<file path="src/inc/grab_regs_pkg.sv">
/*
 * Constants, field layouts and carriers for the buffered coefficient set and
 * the video measurement (line freeze and pixel grab) register segment.
 * Assumes an 8-bit register port addressed by the register offsets below.
 */
package grab_regs_pkg;

    // Register offsets
    localparam logic [7:0] ADDR_U_GAIN_LOW = 8'h29;
    localparam logic [7:0] ADDR_V_GAIN_LOW = 8'h2a;
    localparam logic [7:0] ADDR_GAIN_HIGH = 8'h2b;
    localparam logic [7:0] ADDR_LUMA_OFFSET_LOW = 8'h2c;
    localparam logic [7:0] ADDR_OFFSET_MSB = 8'h2d;
    localparam logic [7:0] ADDR_PHASE_LOW = 8'h2e;
    localparam logic [7:0] ADDR_PHASE_HIGH = 8'h2f;
    localparam logic [7:0] ADDR_GRAB_CONTROL = 8'h30;
    localparam logic [7:0] ADDR_PIXEL_NUM_LOW = 8'h31;
    localparam logic [7:0] ADDR_LINE_NUM_LOW = 8'h32;
    localparam logic [7:0] ADDR_GRAB_NUM_HIGH = 8'h33;
    localparam logic [7:0] ADDR_RES_GY = 8'h34;
    localparam logic [7:0] ADDR_RES_BU = 8'h35;
    localparam logic [7:0] ADDR_RES_RV = 8'h36;
    localparam logic [7:0] ADDR_RES_RGB_LSB = 8'h37;
    localparam logic [7:0] ADDR_RES_LUMA = 8'h38;
    localparam logic [7:0] ADDR_RES_MSYNC = 8'h39;
    localparam logic [7:0] ADDR_RES_U = 8'h3a;
    localparam logic [7:0] ADDR_RES_V = 8'h3b;
    localparam logic [7:0] ADDR_RES_YUV_LSB = 8'h3c;

    // Reset value of every writable register
    localparam logic [7:0] REG_RESET = 8'h00;

    // Writable-bit masks; reserved bits are dropped on write
    localparam logic [7:0] GAIN_HIGH_MASK = 8'hfb;
    localparam logic [7:0] OFFSET_MSB_MASK = 8'h07;
    localparam logic [7:0] GRAB_CONTROL_MASK = 8'h37;
    localparam logic [7:0] GRAB_NUM_HIGH_MASK = 8'h7f;

    // Field positions
    localparam int GH_LUMA_LSB = 6;
    localparam int GH_U_LSB = 3;
    localparam int GH_V_LSB = 0;
    localparam int OM_OFFSET_MSB_BIT = 2;
    localparam int OM_SYNC_LSB = 0;
    localparam int PL_VFLIP_BIT = 0;
    localparam int PL_PHASE_LSB = 1;
    localparam int GC_FLAG_BIT = 6;
    localparam int GC_FREEZE_BIT = 5;
    localparam int GC_EXT_LINE_BIT = 4;
    localparam int GC_GATE_BIT = 2;
    localparam int GC_PIX_EN_BIT = 1;
    localparam int GC_EXT_PIX_BIT = 0;
    localparam int GN_PIX_LSB = 0;
    localparam int GN_LINE_BIT = 3;
    localparam int GN_FIELD_LSB = 4;

    // Widths
    localparam int SAMPLE_W = 10;
    localparam int PIX_NUM_W = 11;
    localparam int LINE_NUM_W = 9;
    localparam int FIELD_NUM_W = 3;
    localparam int LOOP_W = 16;

    typedef struct packed {
        logic [9:0] luma_gain;
        logic [10:0] u_channel_gain;
        logic [9:0] v_channel_gain;
        logic [9:0] mixed_sync_gain;
        logic [8:0] luma_offset;
        logic [14:0] system_phase_offset;
        logic v_axis_flip;
    } coef_set_t;

    typedef struct packed {
        logic [SAMPLE_W-1:0] gy;
        logic [SAMPLE_W-1:0] bu;
        logic [SAMPLE_W-1:0] rv;
        logic [SAMPLE_W-1:0] luma;
        logic [SAMPLE_W-1:0] msync;
        logic [SAMPLE_W-1:0] u;
        logic [SAMPLE_W-1:0] v;
    } grab_sample_t;

    typedef struct packed {
        logic [LOOP_W-1:0] phase;
        logic [LOOP_W-1:0] freq;
    } loop_state_t;

endpackage

</file>
<file path="src/hdl/grab_pulse_select.sv">
/*
 * Picks the grab pulse from the external strobe pin or from an internal decode.
 * Assumes the strobe pin is synchronous to core_clk; its rising edge is the pulse.
 */
module grab_pulse_select
    import grab_regs_pkg::*;
(
    // Clock and reset
    input wire logic core_clk,
    input wire logic rst,
    input wire logic ce,
    // Selection
    input wire logic ext_select,
    input wire logic strobe_pin,
    input wire logic internal_pulse,
    // Result
    output logic pulse
);

    logic strobe_q;

    always_ff @(posedge core_clk or posedge rst) begin
        if (rst) begin
            strobe_q <= 1'b0;
        end else if (ce) begin
            strobe_q <= strobe_pin;
        end
    end

    // Edge detect so a held strobe grabs once
    assign pulse = ext_select ? (strobe_pin & ~strobe_q) : internal_pulse;

endmodule

</file>
<file path="src/hdl/pixel_sample_store.sv">
/*
 * Holds the captured pixel of every measured video signal.
 * Assumes capture is a one-cycle pulse qualified by the caller.
 */
module pixel_sample_store
    import grab_regs_pkg::*;
(
    // Clock and reset
    input wire logic core_clk,
    input wire logic rst,
    input wire logic ce,
    // Capture
    input wire logic capture,
    input wire grab_sample_t sample_in,
    // Held values
    output grab_sample_t sample_q
);

    always_ff @(posedge core_clk or posedge rst) begin
        if (rst) begin
            sample_q <= '0;
        end else if (ce && capture) begin
            sample_q <= sample_in;
        end
    end
endmodule

</file>
<file path="src/hdl/scaler_phase_and_grab_registers.sv">
/*
 * Register segment for the buffered output-matrix set and the video
 * measurement controls: line freeze with loop-state hold, and pixel grab.
 * Assumes line/field/pixel counters and the tracking loop state come from the
 * decoder core on core_clk, and that the strobe and bank-select pins are
 * synchronous to core_clk.
 */
// The implementer's own choice: the address-and-strobe port.
// Function
// - U gain is 11 bits: own low byte plus gain-high bits 5-3.
// - V gain is 10 bits: own low byte plus gain-high bits 1-0.
// - Luma gain top two bits come from gain-high bits 7-6.
// - Luma offset is 9 bits: offset byte plus bit 2 of next register.
// - Mixed-sync gain top two bits come from offset-MSB bits 1-0.
// - Phase offset is 15 bits: low register bits 7-1, high register all bits.
// - Bit 0 of low phase register flips the V axis sign.
// - This buffered set is used only while bank select pin is high.
// - Flag sets when a line is grabbed with freeze enable high; no further grab until software clears.
// - With freeze enable high, freeze the line store at programmed line and field.
// - Store loop phase and frequency; reload synthesizer each line until flag clears.
// - With freeze enable low, no freeze; line grab only gates pixel grab.
// - External line select picks strobe pin, else internal line decode.
// - Gate plus pixel enable restricts pixel grab to the grabbed line and field.
// - Pixel enable captures all signals once per line at programmed pixel.
// - Pixel enable low holds captured values and ignores grab pulses.
// - External pixel select picks strobe pin, else internal pixel decode.
// - Pixel grab number low byte comes from pixel-number low register.
// - Line grab number low byte comes from line-number low register.
// - Upper pixel bits, line msb and field number come from next register.
// - Captured values are read only through the read-only result registers.
// - Luma gain low byte comes from the preceding register.
// - Mixed-sync gain low byte comes from an earlier register.
module scaler_phase_and_grab_registers
    import grab_regs_pkg::*;
(
    // Clock, reset, enable
    input wire logic core_clk,
    input wire logic rst,
    input wire logic ce,
    // Register port
    input wire logic [7:0] reg_addr,
    input wire logic [7:0] reg_wdata,
    input wire logic reg_write,
    input wire logic reg_read,
    output logic [7:0] reg_rdata,
    // Low bytes held in neighbouring registers
    input wire logic [7:0] luma_gain_low,
    input wire logic [7:0] mixed_sync_gain_low,
    // Pins
    input wire logic bank_select,
    input wire logic grab_strobe,
    // Decoder timing
    input wire logic line_start,
    input wire logic [LINE_NUM_W-1:0] line_count,
    input wire logic [FIELD_NUM_W-1:0] field_count,
    input wire logic [PIX_NUM_W-1:0] pixel_count,
    // Tracking loop and video samples
    input wire loop_state_t loop_state,
    input wire grab_sample_t video_sample,
    // Buffered coefficient set
    output coef_set_t coef_set,
    output logic coef_set_active,
    // Line freeze
    output logic line_store_freeze,
    output logic synth_reload,
    output loop_state_t frozen_loop_state
);

    logic [7:0] u_gain_low_q;
    logic [7:0] v_gain_low_q;
    logic [7:0] gain_high_q;
    logic [7:0] luma_offset_low_q;
    logic [7:0] offset_msb_q;
    logic [7:0] phase_low_q;
    logic [7:0] phase_high_q;
    logic [7:0] grab_control_q;
    logic [7:0] pixel_num_low_q;
    logic [7:0] line_num_low_q;
    logic [7:0] grab_num_high_q;
    logic line_grab_flag_q;
    logic line_window_q;
    logic [7:0] rdata_q;
    coef_set_t coef_d;
    coef_set_t coef_q;
    loop_state_t frozen_q;
    grab_sample_t held;
    logic [PIX_NUM_W-1:0] pixel_grab_number;
    logic [LINE_NUM_W-1:0] line_grab_number;
    logic [FIELD_NUM_W-1:0] field_grab_number;
    logic line_freeze_enable;
    logic external_line_grab_select;
    logic pixel_grab_gate;
    logic pixel_capture_enable;
    logic external_pixel_grab_select;
    logic line_decode;
    logic pixel_decode;
    logic line_pulse;
    logic pixel_pulse;
    logic freeze_grab;
    logic flag_clear;
    logic pixel_capture;
    logic [7:0] read_d;

    assign line_freeze_enable = grab_control_q[GC_FREEZE_BIT];
    assign external_line_grab_select = grab_control_q[GC_EXT_LINE_BIT];
    assign pixel_grab_gate = grab_control_q[GC_GATE_BIT];
    assign pixel_capture_enable = grab_control_q[GC_PIX_EN_BIT];
    assign external_pixel_grab_select = grab_control_q[GC_EXT_PIX_BIT];

    // Programmed grab position
    assign pixel_grab_number = {grab_num_high_q[GN_PIX_LSB +: 3], pixel_num_low_q};
    assign line_grab_number = {grab_num_high_q[GN_LINE_BIT], line_num_low_q};
    assign field_grab_number = grab_num_high_q[GN_FIELD_LSB +: FIELD_NUM_W];

    // Register writes; reserved bits are masked so they stay zero
    always_ff @(posedge core_clk or posedge rst) begin
        if (rst) begin
            u_gain_low_q <= REG_RESET;
            v_gain_low_q <= REG_RESET;
            gain_high_q <= REG_RESET;
            luma_offset_low_q <= REG_RESET;
            offset_msb_q <= REG_RESET;
            phase_low_q <= REG_RESET;
            phase_high_q <= REG_RESET;
            grab_control_q <= REG_RESET;
            pixel_num_low_q <= REG_RESET;
            line_num_low_q <= REG_RESET;
            grab_num_high_q <= REG_RESET;
        end else if (ce && reg_write) begin
            case (reg_addr)
                ADDR_U_GAIN_LOW: begin
                    u_gain_low_q <= reg_wdata;
                end
                ADDR_V_GAIN_LOW: begin
                    v_gain_low_q <= reg_wdata;
                end
                ADDR_GAIN_HIGH: begin
                    gain_high_q <= reg_wdata & GAIN_HIGH_MASK;
                end
                ADDR_LUMA_OFFSET_LOW: begin
                    luma_offset_low_q <= reg_wdata;
                end
                ADDR_OFFSET_MSB: begin
                    offset_msb_q <= reg_wdata & OFFSET_MSB_MASK;
                end
                ADDR_PHASE_LOW: begin
                    phase_low_q <= reg_wdata;
                end
                ADDR_PHASE_HIGH: begin
                    phase_high_q <= reg_wdata;
                end
                ADDR_GRAB_CONTROL: begin
                    grab_control_q <= reg_wdata & GRAB_CONTROL_MASK;
                end
                ADDR_PIXEL_NUM_LOW: begin
                    pixel_num_low_q <= reg_wdata;
                end
                ADDR_LINE_NUM_LOW: begin
                    line_num_low_q <= reg_wdata;
                end
                ADDR_GRAB_NUM_HIGH: begin
                    grab_num_high_q <= reg_wdata & GRAB_NUM_HIGH_MASK;
                end
                default: begin
                end
            endcase
        end
    end

    // Coefficient assembly
    always_comb begin
        coef_d = '0;
        coef_d.u_channel_gain = {gain_high_q[GH_U_LSB +: 3], u_gain_low_q};
        coef_d.v_channel_gain = {gain_high_q[GH_V_LSB +: 2], v_gain_low_q};
        coef_d.luma_gain = {gain_high_q[GH_LUMA_LSB +: 2], luma_gain_low};
        coef_d.luma_offset = {offset_msb_q[OM_OFFSET_MSB_BIT], luma_offset_low_q};
        coef_d.mixed_sync_gain = {offset_msb_q[OM_SYNC_LSB +: 2], mixed_sync_gain_low};
        coef_d.system_phase_offset = {phase_high_q, phase_low_q[PL_PHASE_LSB +: 7]};
        coef_d.v_axis_flip = phase_low_q[PL_VFLIP_BIT];
    end

    // Set drives zero while the other bank is in use
    always_ff @(posedge core_clk or posedge rst) begin
        if (rst) begin
            coef_q <= '0;
        end else if (ce) begin
            coef_q <= bank_select ? coef_d : '0;
        end
    end

    assign coef_set = coef_q;
    assign coef_set_active = bank_select;

    // Internal decodes
    assign line_decode = line_start && (line_count == line_grab_number)
        && (field_count == field_grab_number);
    assign pixel_decode = (pixel_count == pixel_grab_number);

    grab_pulse_select u_line_pulse (
        .core_clk(core_clk),
        .rst(rst),
        .ce(ce),
        .ext_select(external_line_grab_select),
        .strobe_pin(grab_strobe),
        .internal_pulse(line_decode),
        .pulse(line_pulse)
    );

    grab_pulse_select u_pixel_pulse (
        .core_clk(core_clk),
        .rst(rst),
        .ce(ce),
        .ext_select(external_pixel_grab_select),
        .strobe_pin(grab_strobe),
        .internal_pulse(pixel_decode),
        .pulse(pixel_pulse)
    );

    // Freeze only when enabled and no grab is pending
    assign freeze_grab = line_pulse && line_freeze_enable && !line_grab_flag_q;
    assign flag_clear = reg_write && (reg_addr == ADDR_GRAB_CONTROL) && !reg_wdata[GC_FLAG_BIT];

    // Hardware set wins over a software clear in the same cycle
    always_ff @(posedge core_clk or posedge rst) begin
        if (rst) begin
            line_grab_flag_q <= 1'b0;
        end else if (ce) begin
            if (freeze_grab) begin
                line_grab_flag_q <= 1'b1;
            end else if (flag_clear) begin
                line_grab_flag_q <= 1'b0;
            end
        end
    end

    // Loop state of the frozen line
    always_ff @(posedge core_clk or posedge rst) begin
        if (rst) begin
            frozen_q <= '0;
        end else if (ce && freeze_grab) begin
            frozen_q <= loop_state;
        end
    end

    assign frozen_loop_state = frozen_q;
    assign line_store_freeze = line_grab_flag_q && line_freeze_enable;
    // Dropping the enable releases the loops even with the flag still set
    assign synth_reload = ce && line_start && line_grab_flag_q && line_freeze_enable;

    // Grabbed-line window for the pixel gate: from line pulse to next line start
    always_ff @(posedge core_clk or posedge rst) begin
        if (rst) begin
            line_window_q <= 1'b0;
        end else if (ce) begin
            if (line_pulse) begin
                line_window_q <= 1'b1;
            end else if (line_start) begin
                line_window_q <= 1'b0;
            end
        end
    end

    assign pixel_capture = pixel_capture_enable && pixel_pulse
        && (!pixel_grab_gate || line_window_q || line_pulse);

    pixel_sample_store u_store (
        .core_clk(core_clk),
        .rst(rst),
        .ce(ce),
        .capture(pixel_capture),
        .sample_in(video_sample),
        .sample_q(held)
    );

    // Read mux; results are read only
    always_comb begin
        read_d = 8'h00;
        case (reg_addr)
            ADDR_U_GAIN_LOW: read_d = u_gain_low_q;
            ADDR_V_GAIN_LOW: read_d = v_gain_low_q;
            ADDR_GAIN_HIGH: read_d = gain_high_q;
            ADDR_LUMA_OFFSET_LOW: read_d = luma_offset_low_q;
            ADDR_OFFSET_MSB: read_d = offset_msb_q;
            ADDR_PHASE_LOW: read_d = phase_low_q;
            ADDR_PHASE_HIGH: read_d = phase_high_q;
            ADDR_GRAB_CONTROL: begin
                read_d = grab_control_q;
                read_d[GC_FLAG_BIT] = line_grab_flag_q;
            end
            ADDR_PIXEL_NUM_LOW: read_d = pixel_num_low_q;
            ADDR_LINE_NUM_LOW: read_d = line_num_low_q;
            ADDR_GRAB_NUM_HIGH: read_d = grab_num_high_q;
            ADDR_RES_GY: read_d = held.gy[9:2];
            ADDR_RES_BU: read_d = held.bu[9:2];
            ADDR_RES_RV: read_d = held.rv[9:2];
            ADDR_RES_RGB_LSB: read_d = {2'b00, held.gy[1:0], held.bu[1:0], held.rv[1:0]};
            ADDR_RES_LUMA: read_d = held.luma[9:2];
            ADDR_RES_MSYNC: read_d = held.msync[9:2];
            ADDR_RES_U: read_d = held.u[9:2];
            ADDR_RES_V: read_d = held.v[9:2];
            ADDR_RES_YUV_LSB: read_d = {held.luma[1:0], held.msync[1:0], held.u[1:0], held.v[1:0]};
            default: read_d = 8'h00;
        endcase
    end

    // Read data stand only in the cycle after the strobe
    always_ff @(posedge core_clk or posedge rst) begin
        if (rst) begin
            rdata_q <= 8'h00;
        end else if (ce) begin
            rdata_q <= reg_read ? read_d : 8'h00;
        end
    end

    assign reg_rdata = rdata_q;
endmodule

</file>
<file path="config.mk">
export PLATFORM = sky130hd
export DESIGN_NAME = scaler_phase_and_grab_registers
export DESIGN_NICKNAME = d
export VERILOG_FILES = /design/src/inc/grab_regs_pkg.sv /design/src/hdl/grab_pulse_select.sv /design/src/hdl/pixel_sample_store.sv /design/src/hdl/scaler_phase_and_grab_registers.sv
export SDC_FILE = /design/constraint.sdc
export NUM_CORES = 1
export LEC_CHECK = 0
export BUFFER_PORTS_ARGS = -buffer_cell sky130_fd_sc_hd__buf_4
export CAP_MARGIN = 20
export CORE_MARGIN = 1
export CORE_UTILIZATION = 56
export CTS_BUF_LIST = sky130_fd_sc_hd__clkbuf_8
export DETAILED_ROUTE_END_ITERATION = 8
export PLACE_DENSITY = 0.94
export SLEW_MARGIN = 0
export SYNTH_ARGS = -nofsm -noshare
export SYNTH_HDL_FRONTEND = slang
export SYNTH_SLANG_ARGS = --single-unit
</file>
<file path="constraint.sdc">
create_clock -name core_clk -period 8.7 [get_ports core_clk]
set_input_delay 0.435 -clock core_clk [delete_from_list [all_inputs] [get_ports core_clk]]
set_output_delay 0.435 -clock core_clk [all_outputs]
set_load 0.02 [all_outputs]
</file>
Word-level counts from Yosys, hierarchy flattened
Cells that the tools add are included.
{"block": "totals", "reg_bits": 257, "input_bits": 165, "wordCells": 100}
{"block": "op_classes", "n_bitwise": 2, "n_reduce_logical": 35, "eq_ne": 23, "n_mux": 9}
{"cell": "$eq A8 B6 Y1 const B", "n": 20}
{"cell": "$pmux W8 S20", "n": 1}
{"cell": "$mux W66", "n": 1}
{"cell": "$reduce_and A2 Y1", "n": 13}
{"cell": "$logic_and A1 B1 Y1", "n": 15}
{"cell": "$eq A11 B11 Y1", "n": 1}
{"cell": "$eq A9 B9 Y1", "n": 1}
{"cell": "$mux W8", "n": 1}
{"cell": "$mux W1", "n": 6}
{"cell": "$reduce_bool A2 Y1", "n": 2}
{"cell": "$eq A3 B3 Y1", "n": 1}
{"cell": "$logic_not A1 Y1", "n": 3}
{"cell": "$logic_or A1 B1 Y1", "n": 2}
{"cell": "$and A1 B1 Y1", "n": 1}
{"cell": "$not A1 Y1", "n": 1}

Longest topological paths before layout
Gate-level depths: netlist of the first run.
{"block": "logic_depth", "word_depth": 8, "depth_mapped": 8}

Modules after synthesis
A second synthesis of the first run with hierarchy kept.
{"block": "hier_totals", "cells_unflattened": 955, "area_unflattened_um2": 11791.3}
{"module": "scaler_phase_and_grab_registers", "cells_each": 794, "n_inst": 1, "area_per_inst_um2": 8999.9}
{"module": "pixel_sample_store", "cells_each": 149, "n_inst": 1, "area_per_inst_um2": 2671.3}
{"module": "grab_pulse_select", "cells_each": 6, "n_inst": 2, "area_per_inst_um2": 60.1}

Worst setup path after synthesis of the first run
No wires, ideal clock.
{"block": "synth_path", "kind": "input port to flip-flop", "start": "input port reg_addr[4]", "end": "register luma_offset_low_q[0]", "setup_slack_ns": 6.584, "stages": 6, "path_buffers": 2, "arrival_ns": 1.991, "required_time_ns": 8.575, "setup_time_ns": 0.125, "cell_sequence": "buf_6 nor4b_4 nand2_4 or3_1 buf_6 mux2_4"}
{"block": "synth_between", "elab_chain_len": 2}
{"element": "from (decl)", "line": "scaler_phase_and_grab_registers.sv:41", "source": "input wire logic [7:0] reg_addr,"}
{"element": "$eq A8 B6 Y1", "line": "scaler_phase_and_grab_registers.sv:130", "source": "case (reg_addr)"}
{"element": "$reduce_and A2 Y1 (no source line)"}
{"element": "to (signal assigned)", "line": "scaler_phase_and_grab_registers.sv:141", "source": "luma_offset_low_q <= reg_wdata;"}
{"element": "to (decl)", "line": "scaler_phase_and_grab_registers.sv:72", "source": "logic [7:0] luma_offset_low_q;"}
No other way between the ends.
A chain may end at the register's enable or synchronous reset.

Final worst setup path of the first run
{"block": "layout_path", "start": "register line_num_low_q[2]", "end": "register u_store.sample_q[59] (netlist name)"}
{"block": "layout_between", "elab_chain_len": 7}
{"element": "from (decl)", "line": "scaler_phase_and_grab_registers.sv:78", "source": "logic [7:0] line_num_low_q;"}
{"element": "from (signal assigned)", "line": "scaler_phase_and_grab_registers.sv:159", "source": "line_num_low_q <= reg_wdata;"}
{"element": "$eq A9 B9 Y1", "line": "scaler_phase_and_grab_registers.sv:195", "source": "assign line_decode = line_start && (line_count == line_grab_number)"}
{"element": "$logic_and A1 B1 Y1", "line": "scaler_phase_and_grab_registers.sv:195"}
{"element": "$logic_and A1 B1 Y1", "line": "scaler_phase_and_grab_registers.sv:196", "source": "&& (field_count == field_grab_number);"}
{"element": "$mux W1", "line": "grab_pulse_select.sv:31", "source": "assign pulse = ext_select ? (strobe_pin & ~strobe_q) : internal_pulse;"}
{"element": "$logic_or A1 B1 Y1", "line": "scaler_phase_and_grab_registers.sv:264", "source": "&& (!pixel_grab_gate || line_window_q || line_pulse);"}
{"element": "$logic_and A1 B1 Y1", "line": "scaler_phase_and_grab_registers.sv:264"}
{"element": "$logic_and A1 B1 Y1", "line": "pixel_sample_store.sv:22", "source": "end else if (ce && capture) begin"}
{"element": "to (signal assigned)", "line": "pixel_sample_store.sv:23", "source": "sample_q <= sample_in;"}
{"element": "to (decl)", "line": "pixel_sample_store.sv:16", "source": "output grab_sample_t sample_q"}
No other way between the ends.

==> impl_metrics.json, run 1 <==
{
  "seq_power_share_pct": 50.1,
  "holdBufCountCts": 0,
  "via_per_inst": 6.099,
  "antenna_found_initial": 0,
  "synth_most_common_cell": "dfrtp_1",
  "drc": 0,
  "timing.final.crit_share_pct": 34.30,
  "num_rows": 52,
  "relSlewSlack_pct": 31.49,
  "power.total_mw": 2.467,
  "synth_nets": 1106,
  "ant_nets": 0,
  "root_buffer": "clkbuf_8",
  "hold_slack_ps": 62.64,
  "setup_viol": 0,
  "path_class": "flop to flop",
  "crit_fanout": 70,
  "area_growth_pct": 24.99,
  "p_switching_uw": 612.8,
  "fin_tns_setup_ps": 0,
  "ios": 274,
  "switching_share_pct": 24.84,
  "cp_num_buf_inv": 1,
  "num_vias": 9142,
  "synth-edff-count": 0,
  "clk_pin_slew_worst_paths_ps": 60,
  "gp_congestion": 0.9663,
  "dr_wl_met2_um": 16760,
  "synth_top_flop_cell": "dfrtp_1",
  "yosysWarnings": 0,
  "synth_commonest_cells": "dfrtp_1, mux2_2, nand3_1",
  "cts_buffers": 43,
  "worstPathArrival_ps": 3420,
  "finalHoldViolations": 0,
  "grt_max_degree": 126,
  "ys_ff_latch": 257,
  "fin_cells": 1499,
  "firstDrtPassIters": 8,
  "postSynthAreaPerCell_um2": 12.58,
  "finClkSkew_ps": 29.56,
  "cts_resized": 0,
  "synth.top_cell.area_share_pct": 54.35,
  "place_ws_ps": 5478,
  "syn_area_um2": 11830,
  "synth_area_leaders": "dfrtp_1, mux2_2, mux2_4, nand3_1, o21ai_0",
  "drt_iter0_markers": 902,
  "max_freq_ghz": 0.3351,
  "cts_sinks": 257,
  "grt_pass1_wl_um": 53680,
  "combPwrFrac_pct": 8.6,
  "synth-seq-area-share_pct": 54.35,
  "hp-class": "input pin to asynchronous set/reset pin",
  "htreeDepth": 2,
  "cts_tree": "yes",
  "clk_path_buf_depth": 3,
  "die-area_um2": 21720,
  "final_nets": 1365,
  "rsz0062_at_grt": "no",
  "p_leak_nw": 7.485,
  "die_w_um": 147.4,
  "synth.distinct_cells": 67,
  "n_fill_cell": 1414,
  "worst_setup_path_start_kind": "flop",
  "diodes": 0,
  "synth_top_cell_by_area": "dfrtp_1",
  "finalInstanceArea_um2": 14790,
  "dp_hpwl_um": 24620,
  "async_flop_share_pct": 100.0,
  "grt.overflow.total": 0,
  "intPower_mw": 1.855,
  "top_layer": "met4",
  "final_layout_size_suffix_gt1_share_pct": 44.59,
  "wl_um": 35130,
  "required_ps": 9130,
  "crit_path_top_delay_cell": "buf_4",
  "end_kind": "flop",
  "fp.dieH_um": 147.4,
  "slew_viol_final": 0,
  "clock_latency_ps": 560,
  "power_frac_clock_pct": 41.3,
  "path_cells": "xor2_1, nor3b_1, nand4_1, a32oi_4, buf_4, mux2_2",
  "placed_cells": 1423,
  "power_density_nw_per_um2": 166.8,
  "synthCells": 941,
  "grt_pass1_vias": 9522,
  "status": "finished clean",
  "wl_per_cell_um": 23.43,
  "cpPeakStageDelay_ps": 700,
  "m1WireLength_um": 13580,
  "placement.io_buffers": 273,
  "start_util_pct": 57.74,
  "cp_top_family": "simple AND/OR/NAND/NOR gates",
  "tightest_slew_ps": 1002,
  "final_util_pct": 72.17,
  "setup_ws_ps": 5716,
  "core_um2": 20490,
  "vdd_ir_drop_max_v": 0.0001077,
  "fin_crit_ps": 2984,
  "drv_cap": 0,
  "track_usage_pct": 32.50,
  "cts_setup_buffers": 0,
  "postPlaceCellArea_um2": 13940,
  "wl_met3_um": 3456
}
[cell families (layout without fill, tap and decap cells)]
| group | after synthesis | count (layout) | synth area share [%] |
|---|---|---|---|
| xor gates and xnor gates | 23 | 23 | 1.702 |
| muxes | 212 | 212 | 21.36 |
| buffers and inverters | 118 | 406 | 4.568 |
| and+or+nand+nor | 171 | 171 | 8.543 |
| AOI/OAI and AO/OA | 160 | 160 | 9.484 |
| DFF | 257 | 257 | 54.35 |
[worst paths after layout]
path / slack, ps / cells past startpoint / to / from
setup / recovery: 5720 / 6 / u_store.sample_q[59]$_DFFE_PP0P_ / line_num_low_q[2]$_DFFE_PP0P_
hold / removal: 60 / 2 / reg_rdata[1]$_DFFE_PP0P_ / rst
setup reg to reg: 5720 / 6 / u_store.sample_q[59]$_DFFE_PP0P_ / line_num_low_q[2]$_DFFE_PP0P_
hold reg to reg: 490 / 1 / line_window_q$_DFFE_PP0P_ / line_window_q$_DFFE_PP0P_
max in group asynchronous: 6770 / 5 / phase_low_q[7]$_DFFE_PP0P_ / rst
min in group core_clk: 100 / 2 / u_store.sample_q[38]$_DFFE_PP0P_ / video_sample[38]
[power groups by stage]
stage	combinational, mW	sequential [mW]	clock (mW)
4_1_cts	0.209	1.23	1.03
2_1_floorplan	0.0891	1.26	0
5_1_grt	0.227	1.24	1.08
3_3_place_gp	0.200	1.25	0
6_report	0.212	1.24	1.02
3_5_place_dp	0.207	1.26	0
[sequential cells by signal (all words and copies together), names as in the netlist, 8 cells and up]
name / count
reg_rdata: 8
pixel_num_low_q: 8
phase_low_q: 8
u_store.sample_q: 70
phase_high_q: 8
u_gain_low_q: 8
v_gain_low_q: 8
coef_set: 66
line_num_low_q: 8
luma_offset_low_q: 8
frozen_loop_state: 32
[metal layers]
layer  track usage [%]  up-vias
met1             42.58     4530
met2             52.10      553
li1                  -     3946
met5                 0        -
met4             12.89        0
met3             8.241      113
[worst reg2reg max path, stage by stage (launching register included)]
cell and delay [ps]:
dfrtp_1 430, xor2_1 230, nor3b_1 410, nand4_1 330
a32oi_4 310, buf_4 700, mux2_2 470
[area by class of cell]
type	count	area (um^2)	area share [%]
clock inverter	21	86.33	0.5837
inverter	51	198.9	1.345
tap	270	337.8	2.284
multi-input combinational	566	4875	32.96
sequential	257	6431	43.48
clock buffer	53	729.5	4.931
timing repair buffer	281	2133	14.42
[cells in the final DEF, fill, tap and decap left out, types with 6 or more instances in the layout]
cell,n
a21oi_1,8
a22o_1,27
a22oi_1,16
a32oi_1,6
and3_1,9
buf_4,279
clkbuf_8,53
dfrtp_1,257
inv_1,67
mux2_2,156
mux2_4,37
mux2i_1,17
nand2_1,19
nand3_1,59
nand3b_1,6
nand4_1,17
nor2_1,10
nor2b_1,9
o21ai_0,57
o22ai_1,6
o32ai_1,6
xor2_1,23
Power figures use the tool's default switching activity.
==> run 2, diff against run 1 <==
==> constraint.sdc (replaced) <==
create_clock -name core_clk -period 3.1 [get_ports core_clk]
set_input_delay 0.155 -clock core_clk [delete_from_list [all_inputs] [get_ports core_clk]]
set_output_delay 0.155 -clock core_clk [all_outputs]
set_load 0.02 [all_outputs]
==> impl_metrics.json, run 2 (synthesized netlist as in run 1, its figures left out) <==
{
  "status": "finished clean",
  "ios": 274,
  "layout_commonest_cell": "buf_4",
  "start_util_pct": 57.74,
  "fin_crit_ps": 2852,
  "fp.dieH_um": 147.4,
  "grt_max_degree": 79,
  "root_buffer": "clkbuf_8",
  "hp-class": "input pin to flop",
  "ff2ff_path_depth": 6,
  "track_usage_pct": 39.43,
  "final_layout_size_suffix_gt1_share_pct": 41.43,
  "ant_nets": 0,
  "power_density_nw_per_um2": 447.0,
  "largest_reg_flops": 70,
  "final_nets": 1508,
  "final_cell_mix": "buf_4, dfrtp_1, mux2_2, dlygate4sd3_1",
  "hold_slack_ps": 88.02,
  "placed_cells": 1438,
  "vdd_ir_drop_max_v": 0.0004370,
  "setup_viol": 0,
  "gp_congestion": 1.009,
  "antenna_found_initial": 1,
  "seq_area_um2": 6431,
  "required_ps": 3540,
  "worst_setup_path_start_kind": "flop",
  "placement.io_buffers": 273,
  "drv_cap": 0,
  "via_per_inst": 6.248,
  "fin_cells": 1642,
  "hold_depth": 3,
  "max_freq_ghz": 0.3506,
  "firstDrtPassIters": 6,
  "cts_tree": "yes",
  "cts_buffers": 42,
  "num_vias": 10260,
  "timing.final.crit_share_pct": 92.01,
  "drt_iter0_markers": 948,
  "htreeDepth": 2,
  "postPlaceCellArea_um2": 14070,
  "p_leak_nw": 8.080,
  "rsz0062_at_grt": "no",
  "wl_per_cell_um": 25.67,
  "drc": 0,
  "crit_path_top_delay_cell": "nor4_1",
  "clk_pin_slew_worst_paths_ps": 70,
  "grt_pass1_vias": 10730,
  "clock_latency_ps": 560,
  "n_fill_cell": 1115,
  "grt.overflow.total": 0,
  "area_growth_pct": 37.25,
  "core_um2": 20490,
  "cts_setup_buffers": 0,
  "relSlewSlack_pct": 26.21,
  "multi_input_area_um2": 4875,
  "end_kind": "flop",
  "die_w_um": 147.4,
  "finClkSkew_ps": 20.21,
  "wl_um": 42160,
  "cts_sinks": 257,
  "cpPeakStageDelay_ps": 470,
  "finalInstanceArea_um2": 16240,
  "path_cells": "xor2_1, nor4_1, nand4_1, a32oi_4, buf_12, mux2_2",
  "top_register": "u_store.sample_q",
  "grt_pass1_wl_um": 63830,
  "path_class": "flop to flop",
  "crit_fanout": 52,
  "finalHoldViolations": 0,
  "num_rows": 52,
  "clk_path_buf_depth": 3,
  "final_util_pct": 79.25,
  "die-area_um2": 21720,
  "dp_hpwl_um": 25300,
  "worstPathArrival_ps": 3290,
  "slew_viol_final": 0,
  "tightest_slew_ps": 1092
}
run 2: cell count changes in the layout (fill, tap and decap cells not counted), sizes merged:
cell,change
dlygate4sd3,+130
buf,+14
inv,-8
clkbuf,+2
clkinv,+2
clkinvlp,+2
diode,+1
run 2: routing by layer:
layer  global-route usage (%)  wire, um
met4                    23.51      2790
met3                    9.753      4594
met5                        0         0
met2                    63.58     20020
met1                    48.31     14750
run 2: cell type report:
type                            count  area share [%]
Sequential cell                   257           39.60
Multi-Input combinational cell    566           30.01
Timing Repair Buffer              425           21.92
Clock buffer                       55           4.661
Tap cell                          270           2.080
Inverter                           51           1.202
Clock inverter                     17          0.5084
Antenna cell                        1         0.01541
run 2: per-stage QoR:
| step | power, mW | worst slack, ps | setup TNS, ps |
|---|---|---|---|
| CTS | 7.169 | 484.7 | 0 |
| finish | 7.260 | 247.7 | 0 |
| detailed placement | 4.119 | 537.2 | 0 |
| floorplan | 3.792 | -440.6 | -113240 |
| global route | 7.462 | 178.1 | 0 |
| global placement | 4.100 | 590.1 | 0 |
run 2: path summary, 6_finish.rpt:
kind / slack, ps / to / startpoint
min in group asynchronous: 210 / frozen_loop_state[12]$_DFFE_PP0P_ / rst
max: 250 / u_store.sample_q[27]$_DFFE_PP0P_ / grab_num_high_q[0]$_DFFE_PP0P_
min: 90 / reg_rdata[4]$_DFFE_PP0P_ / reg_addr[0]
max reg2reg: 250 / u_store.sample_q[27]$_DFFE_PP0P_ / grab_num_high_q[0]$_DFFE_PP0P_
max in group asynchronous: 1980 / u_store.sample_q[67]$_DFFE_PP0P_ / rst
min reg2reg: 490 / line_window_q$_DFFE_PP0P_ / line_window_q$_DFFE_PP0P_
run 2: critical path, delay by kind of cell (launching register included):
kind            cells  cell delay, ps
compound gates      1             470
flops               1             440
mux                 1             400
xor+xnor            1             200
buf+inv             1             330
simple gates        2             850
run 2: timing repair:
action                    CTS  global route
hold endpoints to repair  299             0
gates resized for setup     0             0
hold buffers              130             0
run 2: report_power, final:
part           total (mW)  internal, mW  switching (mW)  leakage [nW]
logic               0.771         0.376           0.395          4.05
clock network        3.02          1.59            1.43         0.468
registers            3.47          3.41          0.0559          3.56
